**config.mk**
```make
export PLATFORM = sky130hd
export DESIGN_NAME = scs_core
export DESIGN_NICKNAME = d
export VERILOG_FILES = /design/src/core/scs_pkg.sv /design/src/core/scs_core.sv /design/src/core/scs_sync.sv
export SDC_FILE = /design/constraint.sdc
export NUM_CORES = 1
export LEC_CHECK = 0
export BUFFER_PORTS_ARGS = -buffer_cell sky130_fd_sc_hd__buf_4
export CAP_MARGIN = 0
export CELL_PAD_IN_SITES_DETAIL_PLACEMENT = 1
export CELL_PAD_IN_SITES_GLOBAL_PLACEMENT = 1
export CORE_ASPECT_RATIO = 0.6
export CORE_MARGIN = 2
export CORE_UTILIZATION = 44
export DETAILED_ROUTE_END_ITERATION = 10
export HOLD_SLACK_MARGIN = 0.03
export PLACE_DENSITY_LB_ADDON = 0.1
export SYNTH_ARGS = -nofsm -noshare
export SYNTH_HDL_FRONTEND = slang
export SYNTH_HIERARCHICAL = 1
export SYNTH_SLANG_ARGS = --single-unit
```
**constraint.sdc**
```tcl
create_clock -name i_ref_clk -period 2.55 [get_ports i_ref_clk]
set_clock_uncertainty 0.15 [all_clocks]
set_input_delay 0.51 -clock i_ref_clk [delete_from_list [all_inputs] [get_ports i_ref_clk]]
set_output_delay 0.51 -clock i_ref_clk [all_outputs]
set_load 0.02 [all_outputs]
```
**src/core/scs_pkg.sv**
```systemverilog
// constants, field layouts and carrier types for the spi control/status/data block
package scs_pkg;
    localparam logic [7:0] ADDR_CTRL = 8'hc3;
    localparam logic [7:0] ADDR_STATUS = 8'hc4;
    localparam logic [7:0] ADDR_DATA = 8'hc5;
    localparam logic [7:0] CTRL_RESET = 8'h14;
    localparam int STAT_DONE_POS = 7;
    localparam int STAT_WRITE_COLLISION_FLAG_POS = 6;
    localparam int STAT_SLAVE_SELECT_ERROR_FLAG_POS = 5;
    localparam int STAT_MODE_FAULT_FLAG_POS = 4;
    localparam logic [2:0] RATE_RSV_LO = 3'h0;
    localparam logic [2:0] RATE_RSV_HI = 3'h7;
    localparam logic [2:0] RATE_MIN = 3'h1;
    localparam logic [2:0] RATE_MAX = 3'h6;
    localparam logic [3:0] LAST_EDGE = 4'hf;
    localparam logic [2:0] LAST_BIT = 3'h7;
    localparam int SYNC_DEPTH = 3;

    typedef struct packed {
        logic rate_select_hi;
        logic port_enable_bit;
        logic select_pin_disable;
        logic master_select;
        logic clock_idle_level;
        logic clock_sample_edge;
        logic rate_select_mid;
        logic rate_select_lo;
    } scs_ctrl_type;

    typedef struct packed {
        logic transfer_done_flag;
        logic write_collision_flag;
        logic slave_select_error_flag;
        logic mode_fault_flag;
    } scs_flags_type;

    typedef enum logic [1:0] {
        ST_IDLE = 2'b01,
        ST_RUN = 2'b10
    } scs_state_type;
endpackage

```
**src/core/scs_core.sv**
```systemverilog
// spi port with control, status and data registers
`timescale 1ns/1ps
module scs_core (
    input wire logic i_ref_clk,
    input wire logic i_rst,
    input wire logic [7:0] i_addr,
    input wire logic [7:0] i_wdata,
    input wire logic i_wr,
    input wire logic i_rd,
    output logic [7:0] o_rdata,
    input wire logic i_sck,
    output logic o_sck,
    output logic o_sck_oe_n,
    input wire logic i_mosi,
    output logic o_mosi,
    output logic o_mosi_oe_n,
    input wire logic i_miso,
    output logic o_miso,
    output logic o_miso_oe_n,
    input wire logic i_ss_n
);
    scs_pkg::scs_ctrl_type ctrl_r;
    scs_pkg::scs_flags_type flags_r;
    scs_pkg::scs_state_type state_r;
    logic [6:0] half_cnt_r;
    logic [6:0] half_lim;
    logic [2:0] rate_code;
    logic [2:0] rate_eff;
    logic [3:0] edge_cnt_r;
    logic [2:0] bit_cnt_r;
    logic slv_act_r;
    logic [7:0] tx_r;
    logic out_bit_r;
    logic [7:0] rx_r;
    logic [7:0] rx_buf_r;
    logic [7:0] rdata_r;
    logic sck_r;
    logic sck_oe_n_r;
    logic mosi_oe_n_r;
    logic miso_oe_n_r;
    logic done_arm_r;
    logic write_collision_flag_arm_r;
    logic mode_fault_flag_arm_r;
    logic sck_lvl;
    logic mosi_lvl;
    logic miso_lvl;
    logic ss_lvl;
    logic sck_prev_r;
    logic ss_prev_r;
    logic ctrl_wr;
    logic stat_rd;
    logic stat_acc;
    logic data_wr;
    logic data_rd;
    logic data_acc;
    logic sel;
    logic busy;
    logic start_ev;
    logic m_edge;
    logic m_lead;
    logic s_edge;
    logic s_lead;
    logic ev_edge;
    logic ev_lead;
    logic sample_ev;
    logic shift_ev;
    logic done_ev;
    logic in_bit;
    logic write_collision_flag_ev;
    logic mode_fault_flag_ev;
    logic slave_select_error_flag_ev;

    scs_sync #(.STAGES(scs_pkg::SYNC_DEPTH), .RESET_VAL(1'b0)) u_sync_sck (
        .i_ref_clk(i_ref_clk),
        .i_rst(i_rst),
        .i_pin(i_sck),
        .o_lvl(sck_lvl)
    );
    scs_sync #(.STAGES(scs_pkg::SYNC_DEPTH), .RESET_VAL(1'b0)) u_sync_mosi (
        .i_ref_clk(i_ref_clk),
        .i_rst(i_rst),
        .i_pin(i_mosi),
        .o_lvl(mosi_lvl)
    );
    scs_sync #(.STAGES(scs_pkg::SYNC_DEPTH), .RESET_VAL(1'b0)) u_sync_miso (
        .i_ref_clk(i_ref_clk),
        .i_rst(i_rst),
        .i_pin(i_miso),
        .o_lvl(miso_lvl)
    );
    scs_sync #(.STAGES(scs_pkg::SYNC_DEPTH), .RESET_VAL(1'b1)) u_sync_ss (
        .i_ref_clk(i_ref_clk),
        .i_rst(i_rst),
        .i_pin(i_ss_n),
        .o_lvl(ss_lvl)
    );

    // register decode; all three registers open at any time
    // free access
    assign ctrl_wr = i_wr && (i_addr == scs_pkg::ADDR_CTRL);
    assign stat_rd = i_rd && (i_addr == scs_pkg::ADDR_STATUS);
    assign stat_acc = (i_rd || i_wr) && (i_addr == scs_pkg::ADDR_STATUS);
    assign data_wr = i_wr && (i_addr == scs_pkg::ADDR_DATA);
    assign data_rd = i_rd && (i_addr == scs_pkg::ADDR_DATA);
    assign data_acc = data_wr || data_rd;

    // select used unless disabled, but not for slave with phase zero
    assign sel = (ctrl_r.select_pin_disable && ctrl_r.clock_sample_edge) ? 1'b1 : !ss_lvl;

    // half period of 2..64 cycles, reserved codes clamp to nearest
    assign rate_code = {ctrl_r.rate_select_hi, ctrl_r.rate_select_mid, ctrl_r.rate_select_lo};
    assign rate_eff = (rate_code == scs_pkg::RATE_RSV_LO) ? scs_pkg::RATE_MIN :
                      (rate_code == scs_pkg::RATE_RSV_HI) ? scs_pkg::RATE_MAX : rate_code;
    assign half_lim = 7'((8'h01 << rate_eff) - 8'h01);

    assign busy = (state_r == scs_pkg::ST_RUN) || slv_act_r;
    // master starts on a data write when idle
    assign start_ev = data_wr && ctrl_r.port_enable_bit && ctrl_r.master_select && !busy;

    assign m_edge = (state_r == scs_pkg::ST_RUN) && (half_cnt_r == half_lim);
    assign m_lead = !edge_cnt_r[0];
    // slave shifts under the external clock only
    assign s_edge = ctrl_r.port_enable_bit && !ctrl_r.master_select && sel &&
                    (sck_lvl != sck_prev_r);
    assign s_lead = (sck_lvl != ctrl_r.clock_idle_level);
    assign ev_edge = ctrl_r.master_select ? m_edge : s_edge;
    assign ev_lead = ctrl_r.master_select ? m_lead : s_lead;
    // phase zero samples on leading edge, one on trailing
    assign sample_ev = ev_edge && (ev_lead ^ ctrl_r.clock_sample_edge);
    assign shift_ev = ev_edge && !(ev_lead ^ ctrl_r.clock_sample_edge);
    assign in_bit = ctrl_r.master_select ? miso_lvl : mosi_lvl;
    assign done_ev = ctrl_r.master_select ? (m_edge && (edge_cnt_r == scs_pkg::LAST_EDGE)) :
                     (sample_ev && (bit_cnt_r == scs_pkg::LAST_BIT));

    // write while busy is a collision
    assign write_collision_flag_ev = data_wr && busy;
    assign mode_fault_flag_ev = ctrl_r.port_enable_bit && ctrl_r.master_select &&
                     !ctrl_r.select_pin_disable && !ss_lvl;
    // select released in the middle of a byte
    assign slave_select_error_flag_ev = ctrl_r.port_enable_bit && !ctrl_r.master_select && slv_act_r &&
                      !(ctrl_r.select_pin_disable && ctrl_r.clock_sample_edge) &&
                      ss_lvl && !ss_prev_r;

    always_ff @(posedge i_ref_clk) begin
        if (i_rst) begin
            sck_prev_r <= 1'b0;
            ss_prev_r <= 1'b1;
        end else begin
            sck_prev_r <= sck_lvl;
            ss_prev_r <= ss_lvl;
        end
    end

    // control register; a mode fault drops enable and role
    always_ff @(posedge i_ref_clk) begin
        if (i_rst) begin
            ctrl_r <= scs_pkg::scs_ctrl_type'(scs_pkg::CTRL_RESET);
        end else begin
            if (ctrl_wr) begin
                ctrl_r <= scs_pkg::scs_ctrl_type'(i_wdata);
            end
            // fault disables the port and leaves master role
            if (mode_fault_flag_ev) begin
                ctrl_r.port_enable_bit <= 1'b0;
                ctrl_r.master_select <= 1'b0;
            end
        end
    end

    // master bit clock engine
    always_ff @(posedge i_ref_clk) begin
        if (i_rst) begin
            state_r <= scs_pkg::ST_IDLE;
            half_cnt_r <= 7'h00;
            edge_cnt_r <= 4'h0;
        end else begin
            unique case (state_r)
                scs_pkg::ST_IDLE: begin
                    half_cnt_r <= 7'h00;
                    edge_cnt_r <= 4'h0;
                    if (start_ev) begin
                        state_r <= scs_pkg::ST_RUN;
                    end
                end
                scs_pkg::ST_RUN: begin
                    if (!ctrl_r.port_enable_bit || mode_fault_flag_ev || !ctrl_r.master_select) begin
                        state_r <= scs_pkg::ST_IDLE;
                    end else if (m_edge) begin
                        half_cnt_r <= 7'h00;
                        edge_cnt_r <= edge_cnt_r + 4'h1;
                        if (edge_cnt_r == scs_pkg::LAST_EDGE) begin
                            state_r <= scs_pkg::ST_IDLE;
                        end
                    end else begin
                        half_cnt_r <= half_cnt_r + 7'h01;
                    end
                end
                default: begin
                    state_r <= scs_pkg::ST_IDLE;
                end
            endcase
        end
    end

    // serial clock pin; idle level follows control
    always_ff @(posedge i_ref_clk) begin
        if (i_rst) begin
            sck_r <= 1'b0;
        end else if (m_edge) begin
            sck_r <= !sck_r;
        end else if (state_r == scs_pkg::ST_IDLE) begin
            sck_r <= ctrl_r.clock_idle_level;
        end
    end

    // slave byte tracking
    always_ff @(posedge i_ref_clk) begin
        if (i_rst) begin
            slv_act_r <= 1'b0;
            bit_cnt_r <= 3'h0;
        end else if (!ctrl_r.port_enable_bit || ctrl_r.master_select || !sel || slave_select_error_flag_ev) begin
            slv_act_r <= 1'b0;
            bit_cnt_r <= 3'h0;
        end else if (s_edge) begin
            if (sample_ev) begin
                bit_cnt_r <= bit_cnt_r + 3'h1;
            end
            if (done_ev) begin
                slv_act_r <= 1'b0;
            end else if (s_lead) begin
                slv_act_r <= 1'b1;
            end
        end
    end

    // transmit side of the shift register
    always_ff @(posedge i_ref_clk) begin
        if (i_rst) begin
            tx_r <= 8'h00;
            out_bit_r <= 1'b0;
        end else if (data_wr) begin
            // write goes straight into the shift register
            if (!ctrl_r.clock_sample_edge) begin
                out_bit_r <= i_wdata[7];
                tx_r <= {i_wdata[6:0], 1'b0};
            end else begin
                tx_r <= i_wdata;
            end
        end else if (shift_ev) begin
            out_bit_r <= tx_r[7];
            tx_r <= {tx_r[6:0], 1'b0};
        end
    end

    always_ff @(posedge i_ref_clk) begin
        if (i_rst) begin
            rx_r <= 8'h00;
        end else if (sample_ev) begin
            rx_r <= {rx_r[6:0], in_bit};
        end
    end

    // receive buffer loads only at byte end, no reset value
    always_ff @(posedge i_ref_clk) begin
        if (done_ev) begin
            rx_buf_r <= sample_ev ? {rx_r[6:0], in_bit} : rx_r;
        end
    end

    // pins driven only while the port is enabled
    always_ff @(posedge i_ref_clk) begin
        if (i_rst) begin
            sck_oe_n_r <= 1'b1;
            mosi_oe_n_r <= 1'b1;
            miso_oe_n_r <= 1'b1;
        end else begin
            sck_oe_n_r <= !(ctrl_r.port_enable_bit && ctrl_r.master_select);
            mosi_oe_n_r <= !(ctrl_r.port_enable_bit && ctrl_r.master_select);
            miso_oe_n_r <= !(ctrl_r.port_enable_bit && !ctrl_r.master_select && sel);
        end
    end

    // clearing sequence arms
    always_ff @(posedge i_ref_clk) begin
        if (i_rst) begin
            done_arm_r <= 1'b0;
            write_collision_flag_arm_r <= 1'b0;
            mode_fault_flag_arm_r <= 1'b0;
        end else begin
            if (stat_rd && flags_r.transfer_done_flag) begin
                done_arm_r <= 1'b1;
            end else if (data_rd) begin
                done_arm_r <= 1'b0;
            end
            if (stat_acc) begin
                write_collision_flag_arm_r <= 1'b1;
            end else if (data_acc) begin
                write_collision_flag_arm_r <= 1'b0;
            end
            if (stat_rd && flags_r.mode_fault_flag) begin
                mode_fault_flag_arm_r <= 1'b1;
            end else if (ctrl_wr) begin
                mode_fault_flag_arm_r <= 1'b0;
            end
        end
    end

    // status flags; a set in the clearing cycle wins
    always_ff @(posedge i_ref_clk) begin
        if (i_rst) begin
            flags_r <= '0;
        end else begin
            // done sets at byte end, clears when a byte starts
            // status read then data read clears it
            if (done_ev) begin
                flags_r.transfer_done_flag <= 1'b1;
            end else if (start_ev || (s_edge && s_lead && !slv_act_r) ||
                         (data_rd && done_arm_r)) begin
                flags_r.transfer_done_flag <= 1'b0;
            end
            // status access then data access clears it
            if (write_collision_flag_ev) begin
                flags_r.write_collision_flag <= 1'b1;
            end else if (data_acc && write_collision_flag_arm_r) begin
                flags_r.write_collision_flag <= 1'b0;
            end
            // only a disabled port clears the select error
            if (slave_select_error_flag_ev) begin
                flags_r.slave_select_error_flag <= 1'b1;
            end else if (!ctrl_r.port_enable_bit) begin
                flags_r.slave_select_error_flag <= 1'b0;
            end
            // status read then control write clears the fault
            if (mode_fault_flag_ev) begin
                flags_r.mode_fault_flag <= 1'b1;
            end else if (ctrl_wr && mode_fault_flag_arm_r) begin
                flags_r.mode_fault_flag <= 1'b0;
            end
        end
    end

    // read data stand one cycle after the strobe
    always_ff @(posedge i_ref_clk) begin
        if (i_rst) begin
            rdata_r <= 8'h00;
        end else if (i_rd) begin
            unique case (i_addr)
                scs_pkg::ADDR_CTRL: rdata_r <= ctrl_r;
                scs_pkg::ADDR_STATUS: begin
                    rdata_r <= 8'h00;
                    rdata_r[scs_pkg::STAT_DONE_POS] <= flags_r.transfer_done_flag;
                    rdata_r[scs_pkg::STAT_WRITE_COLLISION_FLAG_POS] <= flags_r.write_collision_flag;
                    rdata_r[scs_pkg::STAT_SLAVE_SELECT_ERROR_FLAG_POS] <= flags_r.slave_select_error_flag;
                    rdata_r[scs_pkg::STAT_MODE_FAULT_FLAG_POS] <= flags_r.mode_fault_flag;
                end
                scs_pkg::ADDR_DATA: rdata_r <= rx_buf_r;
                default: rdata_r <= 8'h00;
            endcase
        end else begin
            rdata_r <= 8'h00;
        end
    end

    assign o_rdata = rdata_r;
    assign o_sck = sck_r;
    assign o_sck_oe_n = sck_oe_n_r;
    assign o_mosi = out_bit_r;
    assign o_mosi_oe_n = mosi_oe_n_r;
    assign o_miso = out_bit_r;
    assign o_miso_oe_n = miso_oe_n_r;
endmodule

```
**src/core/scs_sync.sv**
```systemverilog
// pin synchroniser that reports a level once the last two stages agree
`timescale 1ns/1ps
module scs_sync #(
    parameter int STAGES = 3,
    parameter logic RESET_VAL = 1'b1
) (
    input wire logic i_ref_clk,
    input wire logic i_rst,
    input wire logic i_pin,
    output logic o_lvl
);
    logic [STAGES-1:0] q_r;
    logic lvl_r;

    if (STAGES < 3) begin : g_chk
        $error("scs_sync needs at least three stages");
    end

    always_ff @(posedge i_ref_clk) begin
        if (i_rst) begin
            q_r <= {STAGES{RESET_VAL}};
        end else begin
            q_r <= {q_r[STAGES-2:0], i_pin};
        end
    end

    // level changes only when the last two stages agree
    always_ff @(posedge i_ref_clk) begin
        if (i_rst) begin
            lvl_r <= RESET_VAL;
        end else if (q_r[STAGES-1] == q_r[STAGES-2]) begin
            lvl_r <= q_r[STAGES-1];
        end
    end

    assign o_lvl = lvl_r;
endmodule

```
==> Yosys cells after proc, flatten, opt, wreduce, memory -nomap -nowiden <==
Cells that the tools add are included.
W data, S select, Z words.
{ "classes": {"add_sub_neg": 4, "n_eq_ne": 22, "n_shift": 1, "n_mux": 46, "bitwise_logic": 2, "n_reduce_logical": 77} }
{ "ops": {"columns": ["op", "count"], "rows": [
  ["$logic_and A1 B1 Y1", 32],
  ["$mux W8", 4],
  ["$mux W1", 27],
  ["$eq A8 B8 Y1 const B", 3],
  ["$pmux W8 S3", 1],
  ["$reduce_bool A2 Y1", 11],
  ["$logic_not A1 Y1", 14],
  ["$mux W7", 2],
  ["$pmux W7 S2", 1],
  ["$logic_or A1 B1 Y1", 10],
  ["$mux W2", 4],
  ["$mux W4", 2],
  ["$ne A2 B2 Y1 const B", 4],
  ["$pmux W4 S2", 1],
  ["$reduce_and A2 Y1", 4],
  ["$add A7 B1 Y7 const B", 1],
  ["$eq A7 B7 Y1", 1],
  ["$shl A1 B3 Y7 const A", 1],
  ["$sub A7 B1 Y7 const B", 1],
  ["$eq A3 B3 Y1 const B", 2],
  ["$mux W3", 2],
  ["$reduce_and A3 Y1", 2],
  ["$reduce_or A2 Y1", 3],
  ["$mux W5", 1],
  ["14 further kinds", 18]
]} }
{ "word_totals": {"ff_bits": 86, "out_inout_bits": 14, "elab_cells": 190} }

==> Logic depth before layout (Yosys ltp) <==
{ "depth": {"ltp_word": 13, "ltp_mapped": 8} }

==> Hierarchy <==
Netlist, hierarchy kept.
{ "modules_own_cells": {"columns": ["mod", "instances", "cells_each", "area_each_um2", "seq_area_each_um2"], "rows": [
  ["scs_core", 1, 354, 3255.6, 1481.4],
  ["scs_sync (u_sync_miso ...)", 3, 10, 112.6, 80.1],
  ["scs_sync (u_sync_ss)", 1, 10, 115.1, 80.1]
]} }

==> Worst setup path after synthesis <==
OpenSTA, ideal clock, no wires.
{ "synth_path": {"path_kind": "reg2reg", "from": "register ctrl_r[1] in the netlist's numbering", "to": "register rx_buf_r[0] (enable)", "setup_ns": 0.376, "arrival_ns": 1.814, "slack_ns": 0.210, "path_stages_with_launch": 7, "path_buffers": 1, "cell_sequence": "dfxtp_1 -> buf_2 -> nor2b_1 -> o21ai_1 -> o2111ai_2 -> or3_1 -> o21bai_1"} }
{ "synth_via": {"elab_chain_len": 11, "word_cells_on_any_way": 13, "classes_between": "add/sub: 1; eq/ne: 2; shift: 1; mux: 4; reduce/logical: 5"} }
{ "synth_lines": {"columns": ["element", "line_no", "rtl"], "rows": [
  ["start: declaration", "scs_core.sv:22", "scs_pkg::scs_ctrl_type ctrl_r;"],
  ["start signal: assignment", "scs_core.sv:157", "ctrl_r <= scs_pkg::scs_ctrl_type'(scs_pkg::CTRL_RESET);"],
  ["start signal: assignment", "scs_core.sv:160", "ctrl_r <= scs_pkg::scs_ctrl_type'(i_wdata);"],
  ["$eq A3 B3 Y1", "scs_core.sv:113", "(rate_code == scs_pkg::RATE_RSV_HI) ? scs_pkg::RATE_MAX : rate_code;"],
  ["$mux W3", "scs_core.sv:113", null],
  ["$mux W3 *", "scs_core.sv:112", "assign rate_eff = (rate_code == scs_pkg::RATE_RSV_LO) ? scs_pkg::RATE_MIN :"],
  ["$shl A1 B3 Y7 *", "scs_core.sv:114", "assign half_lim = 7'((8'h01 << rate_eff) - 8'h01);"],
  ["$sub A7 B1 Y7 *", "scs_core.sv:114", null],
  ["$eq A7 B7 Y1 *", "scs_core.sv:120", "assign m_edge = (state_r == scs_pkg::ST_RUN) && (half_cnt_r == half_lim);"],
  ["$logic_and A1 B1 Y1 *", "scs_core.sv:120", null],
  ["$mux W1", "scs_core.sv:126", "assign ev_edge = ctrl_r.master_select ? m_edge : s_edge;"],
  ["$logic_and A1 B1 Y1", "scs_core.sv:129", "assign sample_ev = ev_edge && (ev_lead ^ ctrl_r.clock_sample_edge);"],
  ["$logic_and A1 B1 Y1", "scs_core.sv:133", "(sample_ev && (bit_cnt_r == scs_pkg::LAST_BIT));"],
  ["$mux W1 *", "scs_core.sv:132", "assign done_ev = ctrl_r.master_select ? (m_edge && (edge_cnt_r == scs_pkg::LAST_EDGE)) :"],
  ["named net done_ev", "scs_core.sv:67", "logic done_ev;"],
  ["end signal: assignment", "scs_core.sv:266", "rx_buf_r <= sample_ev ? {rx_r[6:0], in_bit} : rx_r;"],
  ["end: declaration", "scs_core.sv:35", "logic [7:0] rx_buf_r;"]
]} }
Mark *: on every way through the listed nets, which the timed path passes. The rest lies on a longest branch.
A chain may end at the register's enable or synchronous reset.

==> Worst setup path after layout <==
{ "layout_path": {"from": "register ctrl_r[1] in the netlist's numbering", "to": "register tx_r[5]"} }
{ "layout_via": {"elab_chain_len": 10, "word_cells_on_any_way": 11, "classes_between": "add/sub: 1; eq/ne: 2; shift: 1; mux: 3; reduce/logical: 4"} }
{ "layout_lines": {"columns": ["element", "line_no", "rtl"], "rows": [
  ["$eq A3 B3 Y1", "scs_core.sv:113", null],
  ["$mux W3", "scs_core.sv:113", null],
  ["$mux W3 *", "scs_core.sv:112", null],
  ["$shl A1 B3 Y7 *", "scs_core.sv:114", null],
  ["$sub A7 B1 Y7 *", "scs_core.sv:114", null],
  ["$eq A7 B7 Y1 *", "scs_core.sv:120", null],
  ["$logic_and A1 B1 Y1 *", "scs_core.sv:120", null],
  ["$mux W1 *", "scs_core.sv:126", null],
  ["$logic_and A1 B1 Y1 *", "scs_core.sv:130", "assign shift_ev = ev_edge && !(ev_lead ^ ctrl_r.clock_sample_edge);"],
  ["$reduce_bool A2 Y1 (no line) *", null, null],
  ["end signal: assignment", "scs_core.sv:245", "tx_r <= {i_wdata[6:0], 1'b0};"],
  ["end signal: assignment", "scs_core.sv:247", "tx_r <= i_wdata;"],
  ["end signal: assignment", "scs_core.sv:251", "tx_r <= {tx_r[6:0], 1'b0};"],
  ["end: declaration", "scs_core.sv:32", "logic [7:0] tx_r;"]
]} }
Every way passes the cells marked *; elsewhere a longest branch is shown, timed or not.

==> results.sh <==
export IMPL_grt_max_degree=34
export IMPL_grt_pass1_vias=3162
export IMPL_fmax_ghz=0.412
export IMPL_drive_gt1_share_pct=20.2
export IMPL_antenna_found_initial=0
export IMPL_crit_path_start_kind="flip-flop"
export IMPL_mostFrequentLayoutCell="dfxtp_1"
export IMPL_fin_crit_sh_pct=95.2
export IMPL_grt_ovfl_total=0
export IMPL_dpl_hpwl_um=7670
export IMPL_grt_pass1_wl_um=16800
export IMPL_die_y_um=75.1
export IMPL_cts_tree="yes"
export IMPL_synth_seq_area_share_pct=48.6
export IMPL_drt_iter0_markers=219
export IMPL_io_pins=38
export IMPL_io_buffers=37
export IMPL_min_period_ns=2.43
export IMPL_endpoint_kind="flip-flop"
export IMPL_die_area_mm2=0.00920
export IMPL_final_antenna_net_count=0
export IMPL_tightest_slew_ns=0.984
export IMPL_maxSlewViolCount=0
export IMPL_final_cell_mix="dfxtp_1 (78), buf_4 (59), nand2_1 (47), nor2_1 (36), a21oi_1 (29)"
export IMPL_first_pass_iters=5
export IMPL_drcViolationCount=0
export IMPL_gp_congestion=0.855
export IMPL_num_antenna_cells=0
export IMPL_clk_latency_ns=0.34
export IMPL_dp_cells=543
export IMPL_h_tree_depth=3
export IMPL_ir_worst_vdd_mv=0.409
export IMPL_wl_per_cell_um=19.2
export IMPL_numCtsBuffers=9
export IMPL_rows=25
export IMPL_p_leak_nw=1.73
export IMPL_clockBufferDepth=2
export IMPL_ys_types=65
export IMPL_path_class="reg -> reg"
export IMPL_postCtsSetupRepairBufs=0
export IMPL_slew_headroom_pct=33.4
export IMPL_placed_area_mm2=0.00422
export IMPL_clkSinkCount=86
export IMPL_cts_root_buffer="clkbuf_16"
export IMPL_hold_violations=0
export IMPL_finalPower_mw=2.76
export IMPL_path_max_fanout=8
export IMPL_rsz0062_at_grt="no"
export IMPL_start_util_pct=46.1
export IMPL_worstHoldPathType="in -> reg"
export IMPL_syn_inst=394
export IMPL_maxCapViolations=0
export IMPL_syn_cell_area_mm2=0.00371
export IMPL_setup_tns_final_ns=0
export IMPL_fin_cells=559
export IMPL_postLayoutCellArea_mm2=0.00453
export IMPL_clk_pin_slew_ns=0.06
export IMPL_area_delta_synth_final_pct=22.2
export IMPL_outcome="finished clean"
export IMPL_vias_per_cell=5.72
export IMPL_required_ns=2.63
export IMPL_final_nets=476
export IMPL_avgSynthCellArea_um2=9.41
export IMPL_synth_flop_cell="dfxtp_1"
export IMPL_ys_seq_elements=86
export IMPL_coreArea_mm2=0.00804
export IMPL_grtUsageTotal_pct=24.5
export IMPL_synth_nets=424
export IMPL_setup_viol=0
export IMPL_async_flop_share_pct=0
export IMPL_arrival_ns=2.51
export IMPL_yosys_warnings=6
export IMPL_vias=3197
export IMPL_p_per_area_mw_per_mm2=609
export IMPL_synth_enable_flop_cells=8
export IMPL_die_x_um=123
export IMPL_wl_um=10700
## area by class of cell
type / instances / area, um2
Clock buffer: 11 / 233
Timing Repair Buffer: 60 / 463
Inverter: 9 / 33.8
Sequential cell: 86 / 1800
Clock inverter: 5 / 58.8
Multi-Input combinational cell: 280 / 1810
Fill cell: 901 / 3510
Tap cell: 108 / 135
## logic make-up after synthesis
| group | count (synthesis) | share of synthesized area [%] |
|---|---|---|
| DFF | 86 | 48.6 |
| AOI/OAI and AO/OA | 104 | 20.1 |
| and+or+nand+nor | 146 | 19.5 |
| muxes | 14 | 3.95 |
| buffers and inverters | 28 | 3.34 |
| xor gates and xnor gates | 10 | 2.56 |
| adders and majority gates | 6 | 2.02 |
## report_power, final
group | internal, mW | switching [mW] | total, mW
Combinational | 0.0382 | 0.0453 | 0.0835
Sequential | 1.37 | 0.00348 | 1.37
Clock | 0.762 | 0.544 | 1.31
## worst max-delay path, stage by stage, from the launching register on
cell and delay, ns:
dfxtp_1 0.49, a21oi_1 0.12, a2bb2oi_1 0.17, o22ai_2 0.44, nor2_1 0.15, a311o_1 0.39, buf_4 0.17, o221a_1 0.23
## registers in the layout (all words and copies together), names as in the netlist, 2 cells and up
name / flops
rx_buf_r: 8
u_sync_ss/q_r: 3
bit_cnt_r: 3
half_cnt_r: 7
u_sync_miso/q_r: 3
state_r: 2
edge_cnt_r: 4
tx_r: 8
rx_r: 8
o_rdata: 8
u_sync_sck/q_r: 3
ctrl_r: 8
flags_r: 4
u_sync_mosi/q_r: 3
## final timing paths
kind / cells past startpoint / slack, ns / end / startpoint
hold reg to reg: 1 / 0.26 / u_sync_ss/q_r[1]$_SDFF_PP1_ / u_sync_ss/q_r[0]$_SDFF_PP1_
hold / removal: 2 / 0.20 / u_sync_ss/q_r[0]$_SDFF_PP1_ / i_ss_n
setup / recovery: 7 / 0.12 / tx_r[5]$_SDFFE_PP0P_ / ctrl_r[1]$_SDFFE_PP0P_
setup reg to reg: 7 / 0.12 / tx_r[5]$_SDFFE_PP0P_ / ctrl_r[1]$_SDFFE_PP0P_
## metrics by stage
step / setup WS (ns) / hold slack, ns / utilization (%)
floorplan: 0.210 / 0.235 / -
global route: 0.0287 / 0.191 / 56.4
CTS: 0.120 / 0.203 / 56.1
global placement: 0.116 / 0.238 / 52.5
detailed placement: 0.103 / 0.251 / 52.5
finish: 0.122 / 0.204 / 56.4
## routing by layer
| metal | routed length [um] | GRT usage [%] | vias up |
|---|---|---|---|
| met2 | 4540 | 35.6 | 85 |
| li1 | - | - | 1544 |
| met3 | 670 | 8.11 | 15 |
| met5 | 0 | 0 | - |
| met4 | 146 | 6.90 | 0 |
| met1 | 5370 | 35.0 | 1553 |
## synth_stat cells (2+ instances only)
master | number | share of area, %
mux2i_1 | 11 | 3.0
and3_1 | 4 | 0.67
dfxtp_1 | 78 | 42
a22o_1 | 2 | 0.47
nand2b_1 | 2 | 0.34
clkbuf_1 | 9 | 0.91
buf_2 | 6 | 0.81
o221a_1 | 7 | 2.1
nand2_1 | 47 | 4.8
a221oi_1 | 8 | 1.9
mux2_2 | 2 | 0.61
o311ai_0 | 2 | 0.47
a31oi_1 | 5 | 0.84
a22oi_1 | 5 | 1.0
ha_1 | 6 | 2.0
xor2_1 | 4 | 0.94
buf_4 | 3 | 0.61
or2_1 | 3 | 0.51
edfxtp_1 | 8 | 6.5
nor3_1 | 6 | 0.81
nor2b_1 | 13 | 2.2
xnor2_1 | 5 | 1.2
o21ai_1 | 4 | 0.54
a32oi_1 | 2 | 0.47
or3_1 | 3 | 0.51
nand4_1 | 5 | 0.84
o21ai_0 | 16 | 2.2
a222oi_1 | 4 | 1.1
a21oi_1 | 30 | 4.0
nand3_1 | 14 | 1.9
inv_1 | 9 | 0.91
and2_1 | 2 | 0.34
o21bai_1 | 2 | 0.40
nor2_1 | 36 | 3.6
## repair_timing
item	in CTS	in global routing
resized for setup	0	3
setup endpoints to repair	0	11
hold buffers	0	0
Power figures use the tool's default switching activity.
